## config.mk

```make
export PLATFORM = sky130hd
export DESIGN_NAME = transceiver_clock_distribution
export DESIGN_NICKNAME = d
export VERILOG_FILES = /design/src/core/clkdist_pkg.sv /design/src/core/transceiver_clock_distribution.sv
export SDC_FILE = /design/constraint.sdc
export NUM_CORES = 1
export LEC_CHECK = 0
export BUFFER_PORTS_ARGS = -buffer_cell sky130_fd_sc_hd__buf_2
export CAP_MARGIN = 25
export CORE_MARGIN = 2
export CORE_UTILIZATION = 35
export DETAILED_ROUTE_END_ITERATION = 8
export GPL_ROUTABILITY_DRIVEN = 1
export PLACE_DENSITY = 0.53
export SLEW_MARGIN = 0
export SYNTH_ARGS = -nofsm -noshare
export SYNTH_HDL_FRONTEND = slang
export SYNTH_SLANG_ARGS = --single-unit
```

## constraint.sdc

```tcl
create_clock -name clk_i -period 3.3 [get_ports clk_i]
set_input_delay 0.165 -clock clk_i [delete_from_list [all_inputs] [get_ports clk_i]]
set_output_delay 0.165 -clock clk_i [all_outputs]
set_load 0.01 [all_outputs]
```

## src/core/clkdist_pkg.sv

```systemverilog
package clkdist_pkg;

    // =====================================================================
    // Modes, reference sources, PLL states and configuration
    // =====================================================================
    typedef enum logic [2:0]
    {
        MODE_BASIC = 3'h0,
        MODE_PIPE  = 3'h1,
        MODE_GIGE  = 3'h2,
        MODE_XAUI  = 3'h3,
        MODE_SDI   = 3'h4
    } func_mode_e;

    typedef enum logic [1:0]
    {
        REF_PIN_A  = 2'h0,
        REF_PIN_B  = 2'h1,
        REF_FABRIC = 2'h2,
        REF_INTER  = 2'h3
    } ref_src_e;

    typedef enum logic [1:0]
    {
        PLL_IDLE = 2'h0,
        PLL_ACQ  = 2'h1,
        PLL_LOCK = 2'h2
    } pll_state_e;

    typedef struct packed
    {
        func_mode_e mode;
        ref_src_e   ref_src;
        logic       inter_idx;
        logic       fwd_core;
    } clk_cfg_s;

    // =====================================================================
    // Sizes and counts
    // =====================================================================
    localparam int NUM_RX_PLL      = 4;
    localparam int NUM_INTER       = 2;
    localparam int MAX_GLOBAL      = 16;
    localparam int MAX_REGIONAL    = 16;
    localparam int MAX_ROUTE_PATHS = 8;
    localparam int DIV_W           = 4;
    localparam int CNT_W           = 5;
    localparam logic [DIV_W-1:0] LOCK_EDGES = 4'h8;
    localparam logic [DIV_W-1:0] RATIO_WIDE = 4'ha;
    localparam logic [DIV_W-1:0] RATIO_BYTE = 4'h5;

    // =====================================================================
    // Mode decoding
    // =====================================================================
    function automatic logic uses_byte_ser(input func_mode_e m);
        return (m == MODE_PIPE) || (m == MODE_XAUI);
    endfunction : uses_byte_ser

    function automatic logic uses_rate_match(input func_mode_e m);
        return (m == MODE_PIPE) || (m == MODE_GIGE) || (m == MODE_XAUI);
    endfunction : uses_rate_match

    function automatic logic [DIV_W-1:0] div_ratio(input func_mode_e m);
        return uses_byte_ser(m) ? RATIO_BYTE : RATIO_WIDE;
    endfunction : div_ratio

endpackage : clkdist_pkg

```

## src/core/transceiver_clock_distribution.sv

```systemverilog
`timescale 1ns/1ps
module transceiver_clock_distribution #(
    parameter int NUM_CH = clkdist_pkg::NUM_RX_PLL
) (
    // Clock, reset, enable
    input  wire logic                  clk_i,
    input  wire logic                  srst_i,
    input  wire logic                  ce_i,
    // Static configuration
    input  wire clkdist_pkg::clk_cfg_s cfg_i,
    // Reference clock sources
    input  wire logic                  dedicated_ref_pin_a_i,
    input  wire logic                  dedicated_ref_pin_b_i,
    input  wire logic                  fabric_ref_i,
    input  wire logic [1:0]            inter_ref_i,
    // Receive data transitions and fixed clock
    input  wire logic [NUM_CH-1:0]     rx_transition_i,
    input  wire logic                  fixedclk_i,
    // Transmit clocks
    output logic                       tx_pll_locked_o,
    output logic                       tx_serial_clk_o,
    output logic                       tx_pcs_clk_en_o,
    output logic                       tx_clkout_o,
    output logic                       core_clkout_o,
    // Receive clocks
    output logic [NUM_CH-1:0]          rx_pll_locked_o,
    output logic [NUM_CH-1:0]          rx_front_clk_en_o,
    output logic [NUM_CH-1:0]          rx_back_clk_en_o,
    output logic [NUM_CH-1:0]          rx_clkout_o,
    output logic                       rx_detect_clk_o,
    // Clock resource accounting and configuration change flag
    output logic [clkdist_pkg::CNT_W-1:0] route_paths_o,
    output logic                       route_overflow_o,
    output logic                       cfg_change_o
);

    // =====================================================================
    // Configuration capture
    // =====================================================================
    // The configuration is only sampled while reset is held, so a change
    // during traffic can never retime a running clock; it is just flagged.
    clkdist_pkg::clk_cfg_s cfg_reg, cfg_next;
    logic                  chg_reg, chg_next;
    logic                  byte_ser, rate_match;
    logic [clkdist_pkg::DIV_W-1:0] ratio;

    assign byte_ser   = clkdist_pkg::uses_byte_ser(cfg_reg.mode);
    assign rate_match = clkdist_pkg::uses_rate_match(cfg_reg.mode);
    assign ratio      = clkdist_pkg::div_ratio(cfg_reg.mode);

    always_comb
    begin
        cfg_next = cfg_reg;
        chg_next = chg_reg;
        if (srst_i)
        begin
            cfg_next = cfg_i;
            chg_next = 1'b0;
        end
        else if (cfg_i != cfg_reg)
        begin
            chg_next = 1'b1;
        end
    end

    always_ff @(posedge clk_i)
    begin
        if (ce_i || srst_i)
        begin
            cfg_reg <= cfg_next;
            chg_reg <= chg_next;
        end
    end

    // =====================================================================
    // Reference selection
    // =====================================================================
    logic ref_sel, ref_prev_reg, ref_rise;

    always_comb
    begin
        case (cfg_reg.ref_src)
            clkdist_pkg::REF_PIN_A:  ref_sel = dedicated_ref_pin_a_i;
            clkdist_pkg::REF_PIN_B:  ref_sel = dedicated_ref_pin_b_i;
            clkdist_pkg::REF_FABRIC: ref_sel = fabric_ref_i;
            default:                 ref_sel = inter_ref_i[cfg_reg.inter_idx];
        endcase
    end

    assign ref_rise = ref_sel & ~ref_prev_reg;

    // =====================================================================
    // Transmit PLL and divider
    // =====================================================================
    clkdist_pkg::pll_state_e st_reg, st_next;
    logic [clkdist_pkg::DIV_W-1:0] lock_reg, lock_next;
    logic [clkdist_pkg::DIV_W-1:0] div_reg, div_next;
    logic ser_reg, ser_next, half_reg, half_next;
    logic tick_reg, tick_next, lvl_reg, lvl_next;
    logic ser_rise, div_in;

    assign ser_rise = (st_reg == clkdist_pkg::PLL_LOCK) & ~ser_reg;
    assign div_in   = byte_ser ? (ser_rise & half_reg) : ser_rise;

    always_comb
    begin
        st_next   = st_reg;
        lock_next = lock_reg;
        ser_next  = 1'b0;
        half_next = half_reg;
        div_next  = div_reg;
        tick_next = 1'b0;
        lvl_next  = lvl_reg;
        case (st_reg)
            clkdist_pkg::PLL_IDLE:
            begin
                st_next   = clkdist_pkg::PLL_ACQ;
                lock_next = '0;
            end
            clkdist_pkg::PLL_ACQ:
            begin
                if (ref_rise)
                begin
                    lock_next = lock_reg + 4'h1;
                    if (lock_reg == clkdist_pkg::LOCK_EDGES - 4'h1)
                    begin
                        st_next = clkdist_pkg::PLL_LOCK;
                    end
                end
            end
            clkdist_pkg::PLL_LOCK:
            begin
                // One serial period spans two system cycles: each period
                // carries two line bits, one on each edge.
                ser_next = ~ser_reg;
            end
            default:
            begin
                st_next = clkdist_pkg::PLL_IDLE;
            end
        endcase
        if (ser_rise)
        begin
            half_next = ~half_reg;
        end
        if (div_in)
        begin
            if (div_reg == ratio - 4'h1)
            begin
                div_next  = '0;
                tick_next = 1'b1;
            end
            else
            begin
                div_next = div_reg + 4'h1;
            end
            lvl_next = (div_next < (ratio >> 1)) ? 1'b1 : 1'b0;
        end
    end

    always_ff @(posedge clk_i)
    begin
        if (srst_i)
        begin
            st_reg       <= clkdist_pkg::PLL_IDLE;
            lock_reg     <= '0;
            ser_reg      <= 1'b0;
            half_reg     <= 1'b0;
            div_reg      <= '0;
            tick_reg     <= 1'b0;
            lvl_reg      <= 1'b0;
            ref_prev_reg <= 1'b0;
        end
        else if (ce_i)
        begin
            st_reg       <= st_next;
            lock_reg     <= lock_next;
            ser_reg      <= ser_next;
            half_reg     <= half_next;
            div_reg      <= div_next;
            tick_reg     <= tick_next;
            lvl_reg      <= lvl_next;
            ref_prev_reg <= ref_sel;
        end
    end

    assign tx_pll_locked_o = (st_reg == clkdist_pkg::PLL_LOCK);
    assign tx_serial_clk_o = ser_reg;
    assign tx_pcs_clk_en_o = tick_reg;
    assign tx_clkout_o     = cfg_reg.fwd_core ? 1'b0 : lvl_reg;
    assign core_clkout_o   = cfg_reg.fwd_core ? lvl_reg : 1'b0;

    fwd_select_a: assert property (@(posedge clk_i) disable iff (srst_i)
        !(tx_clkout_o && core_clkout_o))
        else $error("parallel clock driven on both outputs");

    byte_half_a: assert property (@(posedge clk_i) disable iff (srst_i)
        (byte_ser && div_in) |=> !div_in [*3])
        else $error("halved serial clock ticks too often");

    lock_edges_a: assert property (@(posedge clk_i) disable iff (srst_i)
        (st_reg != clkdist_pkg::PLL_LOCK) |-> !ser_reg && !tick_reg)
        else $error("serial clock runs before lock");

    // =====================================================================
    // Receive PLLs and clock recovery
    // =====================================================================
    genvar ch;
    generate
        for (ch = 0; ch < NUM_CH; ch++)
        begin : g_rx
            logic [clkdist_pkg::DIV_W-1:0] rl_reg, rl_next, rc_reg, rc_next;
            logic locked, rp_reg, rp_next, rv_reg, rv_next;

            assign locked = (rl_reg == clkdist_pkg::LOCK_EDGES);

            always_comb
            begin
                rl_next = rl_reg;
                rc_next = rc_reg;
                rp_next = 1'b0;
                rv_next = rv_reg;
                if (!locked && ref_rise)
                begin
                    rl_next = rl_reg + 4'h1;
                end
                if (locked && rx_transition_i[ch])
                begin
                    if (rc_reg == ratio - 4'h1)
                    begin
                        rc_next = '0;
                        rp_next = 1'b1;
                    end
                    else
                    begin
                        rc_next = rc_reg + 4'h1;
                    end
                    rv_next = (rc_next < (ratio >> 1)) ? 1'b1 : 1'b0;
                end
            end

            always_ff @(posedge clk_i)
            begin
                if (srst_i)
                begin
                    rl_reg <= '0;
                    rc_reg <= '0;
                    rp_reg <= 1'b0;
                    rv_reg <= 1'b0;
                end
                else if (ce_i)
                begin
                    rl_reg <= rl_next;
                    rc_reg <= rc_next;
                    rp_reg <= rp_next;
                    rv_reg <= rv_next;
                end
            end

            assign rx_pll_locked_o[ch]   = locked;
            assign rx_front_clk_en_o[ch] = rp_reg;
            assign rx_back_clk_en_o[ch]  = rate_match ? tick_reg : rp_reg;
            assign rx_clkout_o[ch]       = rate_match ? 1'b0 : rv_reg;

            rx_back_a: assert property (@(posedge clk_i) disable iff (srst_i)
                rate_match |-> (rx_back_clk_en_o[ch] == tx_pcs_clk_en_o))
                else $error("receive back end not on divider clock");

            rx_norm_a: assert property (@(posedge clk_i) disable iff (srst_i)
                !rate_match |-> (rx_back_clk_en_o[ch] == rp_reg))
                else $error("receive back end not on recovered clock");

            rx_fabric_a: assert property (@(posedge clk_i) disable iff (srst_i)
                rate_match |-> !rx_clkout_o[ch])
                else $error("recovered clock exported with rate matcher");
        end
    endgenerate

    // =====================================================================
    // Fixed clock and clock resource accounting
    // =====================================================================
    localparam int CNT_W = clkdist_pkg::CNT_W;
    logic [clkdist_pkg::CNT_W-1:0] paths_reg, paths_next;
    logic                          ovf_reg, ovf_next;

    assign rx_detect_clk_o = (cfg_reg.mode == clkdist_pkg::MODE_PIPE)
                           ? fixedclk_i : 1'b0;

    // Counted: forwarded transmit clock, calibration clock, exported
    // recovered clocks, a fabric reference and the fixed clock.
    always_comb
    begin
        paths_next = 5'h2;
        if (!rate_match)
        begin
            paths_next = paths_next + CNT_W'(NUM_CH);
        end
        if (cfg_reg.ref_src == clkdist_pkg::REF_FABRIC)
        begin
            paths_next = paths_next + 5'h1;
        end
        if (cfg_reg.mode == clkdist_pkg::MODE_PIPE)
        begin
            paths_next = paths_next + 5'h1;
        end
        ovf_next = (paths_next > CNT_W'(clkdist_pkg::MAX_ROUTE_PATHS)) ||
                   (paths_next > CNT_W'(clkdist_pkg::MAX_GLOBAL));
    end

    always_ff @(posedge clk_i)
    begin
        if (srst_i)
        begin
            paths_reg <= '0;
            ovf_reg   <= 1'b0;
        end
        else if (ce_i)
        begin
            paths_reg <= paths_next;
            ovf_reg   <= ovf_next;
        end
    end

    assign route_paths_o    = paths_reg;
    assign route_overflow_o = ovf_reg;
    assign cfg_change_o     = chg_reg;

    fixed_gate_a: assert property (@(posedge clk_i) disable iff (srst_i)
        (cfg_reg.mode != clkdist_pkg::MODE_PIPE) |-> !rx_detect_clk_o)
        else $error("fixed clock leaks outside PIPE mode");

    route_limit_a: assert property (@(posedge clk_i) disable iff (srst_i)
        (ce_i && $past(ce_i) && !$past(srst_i)) |->
        (route_overflow_o == (route_paths_o > 5'h8)))
        else $error("route overflow flag wrong");

    cfg_static_a: assert property (@(posedge clk_i) disable iff (srst_i)
        $past(!srst_i) |-> $stable(cfg_reg))
        else $error("configuration changed outside reset");

endmodule : transceiver_clock_distribution

```

# Word-level counts from Yosys, hierarchy flattened
# Index checks and enable logic that the tools add are counted.
word_totals:
  register_bits: 69
  input_bits: 20
  out_inout_bits: 29
  elab_cells: 165
op_classes:
  n_addsub: 13
  magnitude_cmp: 8
  eq_ne: 20
  mux: 51
  n_bitwise: 7
  n_reduce_logical: 35
op_table:
  columns: ["operator", "count"]
  rows:
  - ["two-way mux 4 bit", 12]
  - ["adder 4 x 1 -> 4 bit, second input constant", 10]
  - ["two-way mux 1 bit", 31]
  - ["AND reduction 2 bit", 12]
  - ["== test 4 bit", 5]
  - ["less-than comparator 4 x 3 -> 1 bit", 5]
  - ["== test 4 bit, second input constant", 4]
  - ["adder 5 x 1 -> 5 bit, second input constant", 2]
  - ["two-way mux 5 bit", 2]
  - ["logical AND 1 bit", 8]
  - ["one-hot mux 4 bit (2 select lines)", 1]
  - ["!= test 7 bit", 1]
  - ["== test 3 x 2 -> 1 bit, second input constant", 2]
  - ["one-hot mux 2 bit (3 select lines)", 1]
  - ["> comparator 5 x 4 -> 1 bit, second input constant", 1]
  - ["> comparator 5 bit, second input constant", 1]
  - ["logical OR 1 bit", 5]
  - ["== test 2 x 1 -> 1 bit, second input constant", 2]
  - ["== test 2 bit, second input constant", 2]
  - ["== test 4 x 3 -> 1 bit, second input constant", 1]
  - ["zero test 1 bit", 4]
  - ["zero test 2 bit", 2]
  - ["two-way mux 2 bit", 2]
  - ["!= test 2 bit, second input constant", 2]
  - ["other kinds (10)", 16]

# Longest topological paths before layout
depth:
  depth_word: 10
  ltp_mapped: 12
  ltp_nobuf: 10

# Worst setup path after synthesis
# OpenSTA, ideal clock, no wires.
synth_timing:
  path_type: "reg2reg"
  from: "register cfg_reg[6] (netlist bit)"
  to: "register lvl_reg"
  setup_ns: 0.070
  t_arrival_ns: 2.479
  slack_ns: 0.751
  stages_incl_launch_ff: 12
  path_buffers: 1
  period_less_slack_ns: 2.549
  cell_sequence: "edfxtp_1 > nor2b_1 > buf_4 > inv_2 > or4b_4 > a21oi_2 > nor2b_1 > ha_1 > o21ai_0 > a31oi_1 > or4_1 > a21oi_1"
synth_between:
  elab_chain_cells: 9
  word_cells_on_any_way: 12
synth_rtl:
  columns: ["element", "line_no", "text"]
  rows:
  - ["start: declaration", "transceiver_clock_distribution.sv:42", "clkdist_pkg::clk_cfg_s cfg_reg, cfg_next;"]
  - ["start signal: assignment", "transceiver_clock_distribution.sv:70", "cfg_reg <= cfg_next;"]
  - ["== test 3 x 1 -> 1 bit / == test 3 x 2 -> 1 bit (equally long branches)", "clkdist_pkg.sv:56", "return (m == MODE_PIPE) || (m == MODE_XAUI);"]
  - ["logical OR 1 bit (*)", "clkdist_pkg.sv:56", null]
  - ["two-way mux 4 bit", "clkdist_pkg.sv:64", "return uses_byte_ser(m) ? RATIO_BYTE : RATIO_WIDE;"]
  - ["subtractor 4 x 1 -> 4 bit", "transceiver_clock_distribution.sv:148", "if (div_reg == ratio - 4'h1)"]
  - ["== test 4 bit", "transceiver_clock_distribution.sv:148", null]
  - ["two-way mux 4 bit", "transceiver_clock_distribution.sv:148", null]
  - ["two-way mux 4 bit", "transceiver_clock_distribution.sv:146", "if (div_in)"]
  - ["less-than comparator 4 x 3 -> 1 bit", "transceiver_clock_distribution.sv:157", "lvl_next = (div_next < (ratio >> 1)) ? 1'b1 : 1'b0;"]
  - ["two-way mux 1 bit", "transceiver_clock_distribution.sv:157", null]
  - ["end signal: assignment", "transceiver_clock_distribution.sv:182", "lvl_reg <= lvl_next;"]
  - ["end: declaration", "transceiver_clock_distribution.sv:99", "logic tick_reg, tick_next, lvl_reg, lvl_next;"]
# Every way passes the cells marked *; elsewhere a longest branch is shown, timed or not. The select of a mux whose other input is x is not followed.
# A chain may end at the register's enable or synchronous reset.

# Worst setup path in the final report
# Ends and elaborated chain as after synthesis.

==> flow_metrics.tcl <==
set metrics [dict create \
    status "finished clean" \
    root_buffer "clkbuf_8" \
    grt_pass1_wl_um 14600 \
    path_common_cell "nor2b_1" \
    synth_edf_count 8 \
    clock_sinks 68 \
    antenna_found_initial 0 \
    avgSynthCellArea_um2 8.63 \
    syn_to_final_growth_pct 12.0 \
    total_power_mw 1.70 \
    postLayoutCoreUtil_pct 40.7 \
    worstPathArrival_ns 2.86 \
    p_leak_nw 1.75 \
    worstSetupEndpointType "flip-flop" \
    synth_nets 485 \
    detail_route.wl_per_cell_um 14.3 \
    path_class "reg2reg" \
    hpwlAfterDp_um 6260 \
    grt_pass1_vias 2953 \
    post_cts_buffers 0 \
    rsz0062_at_grt "no" \
    finalMaxSlewViolations 0 \
    diodes 0 \
    cts_tree "done" \
    hold_ws_ns 0.0159 \
    cts_hold_buf 0 \
    grt_max_degree 34 \
    cts_resized 0 \
    yosysWarnings 0 \
    vias 3189 \
    clk_latency_ns 0.35 \
    die_w_um 108 \
    cp.required_ns 3.59 \
    htree_levels 3 \
    ys_ff_latch 68 \
    routabilityCongestion 0.775 \
    io_buffers 47 \
    skew_ns 0.0103 \
    synthArstFlopShare_pct 0 \
    worstMarginPinSlew_ns 0.684 \
    path_buf_inv 1 \
    rrSetupSlack_ns 0.73 \
    period_share_pct 77.9 \
    synth-compound-area-share_pct 15.8 \
    finalCriticalPeriod_ns 2.57 \
    tns_ns 0 \
    crit_path_start_kind "flip-flop" \
    synth_area_mm2 0.00379 \
    drt-initial-drc-count 141 \
    vias_per_cell 5.18 \
    yosysSeqAreaShare_pct 38.1 \
    track_usage_pct 15.9 \
    setup_violations 0 \
    slowest_stage "or4b_4" \
    yosys.area_share.simple_pct 25.0 \
    initial_core_util_pct 36.4 \
    antenna_left 0 \
    dieArea_mm2 0.0117 \
    relSlewSlack_pct 54.4 \
    clockBufferDepth 2 \
    overflow 0 \
    crit_chain "nor2b_1 > inv_2 > or4b_4 > a21oi_2 > nor2b_1 > ha_1 > o21ai_0 > a31oi_1 > or4_1 > a21oi_1" \
    core_mm2 0.0104 \
    wl_um 8820 \
    synthAdderAreaFrac_pct 8.59 \
    clk_pin_slew_worst_paths_ns 0.08 \
    drive_gt1_share_pct 15.6 \
    max_freq_ghz 0.389 \
    synth-xor-area-share_pct 4.86 \
    slowest_delay_ns 0.52 \
    die_height_um 108 \
    synth_top_family_by_area "simple AND/OR/NAND/NOR gates" \
    cp_max_fo 5 \
    cpLargestDelayFamily "simple AND/OR/NAND/NOR gates" \
    vdd_ir_drop_max_mv 0.173 \
    synthCells 439 \
    yosysUniqueCellTypes 53 \
    hold_viol_final 0 \
    ys.flop_type "dfxtp_1" \
    synthMuxAreaShare_pct 1.68 \
    core.rowCount 37 \
    cts_buffers 9 \
    drtPass1Iterations 5 \
    hold_class "in2reg" \
    cap_violations 0 \
    pin_count 49 \
    final_nets 521 \
    drc 0 \
    power_density_mw_per_mm2 401 \
]
-- cells by family (layout without fill, tap and decap cells) --
logic type      Yosys count  in the layout
mux                       5              5
fa+ha+maj                26             26
compound gates           94             94
simple gates            180            180
xor+xnor                 21             21
other cells               1              1
buf+inv                  44             85
flops                    68             68
-- cell usage in the layout, fill, tap and decap left out, drive strengths merged, types with 7 or more instances in the layout --
cell,n
dfxtp,60
buf,52
nor2,44
nand2,42
a21oi,38
ha,26
nand3,23
inv,17
xnor2,14
o21ai,14
clkbuf,14
nor2b,13
or3,9
nand4,8
edfxtp,8
xor2,7
a31oi,7
a211oi,7
-- through the flow --
step           worst slack (ns)  area [um2]  instances
3_3_place_gp              0.785        4070        600
5_1_grt                   0.475        4240        616
4_1_cts                   0.719        4240        616
3_5_place_dp              0.730        4070        600
6_report                  0.728        4240        616
2_1_floorplan             0.751        3790        439
-- where the power goes --
group	switching, mW	leakage, nW	internal [mW]
combinational	0.119	1.10	0.0733
clock	0.313	0.0905	0.313
sequential	0.0227	0.564	0.862
total	0.454	1.75	1.25
-- Yosys cell counts, types with 4 or more instances --
library cell   n  area [um2]
a21o_1         4        30.0
xnor2_1       14         123
and3b_1        4        35.0
nor2_1        44         165
nand4_1        8        50.1
nand3_1       22         110
or4_1          5        37.5
and2_1         6        37.5
clkbuf_1      10        37.5
nor2b_1       13        81.3
or3_1          9        56.3
edfxtp_1       8         240
dfxtp_1       60        1200
o31ai_1        5        37.5
a31oi_1        7        43.8
a32o_1         4        40.0
ha_1          26         325
inv_1         16        60.1
buf_4         10        75.1
nand3b_1       4        30.0
a21oi_1       35         175
nor3b_1        4        30.0
and3_1         6        37.5
o21ai_0       11        55.1
nand2_1       42         158
a211oi_1       7        52.6
o21bai_1       4        30.0
xor2_1         7        61.3
nand4b_1       5        43.8
a22oi_1        5        37.5
-- worst paths after layout --
path | from | to | cells after the start
worst max-delay path | cfg_reg[6] | lvl_reg | 10
worst min-delay path | cfg_i[0] | cfg_reg[0] | 1
worst max register to register | cfg_reg[6] | lvl_reg | 10
worst min register to register | lvl_reg | lvl_reg | 2
-- worst register-to-register path: stages (launching register included) --
cell and delay, ns:
edfxtp_1 0.43, nor2b_1 0.20, inv_2 0.05, or4b_4 0.52, a21oi_2 0.22, nor2b_1 0.08
ha_1 0.27, o21ai_0 0.14, a31oi_1 0.05, or4_1 0.41, a21oi_1 0.14
-- routing by layer --
metal | vias up | part of all wire [%] | global-route usage (%)
li1 | 1626 | - | -
met4 | 0 | 1.0 | 6.14
met2 | 41 | 48 | 26.1
met1 | 1514 | 49 | 20.9
met3 | 8 | 2.4 | 2.53
met5 | - | 0 | 0
-- layout make-up --
cell class	count	area, um2
sequential	68	1440
fill	1030	6170
inverter	17	63.8
tap	136	170
multi-input combinational	327	2120
clock inverter	2	10.0
timing repair buffer	52	273
clock buffer	14	163
(Power assumes the default switching activity.)
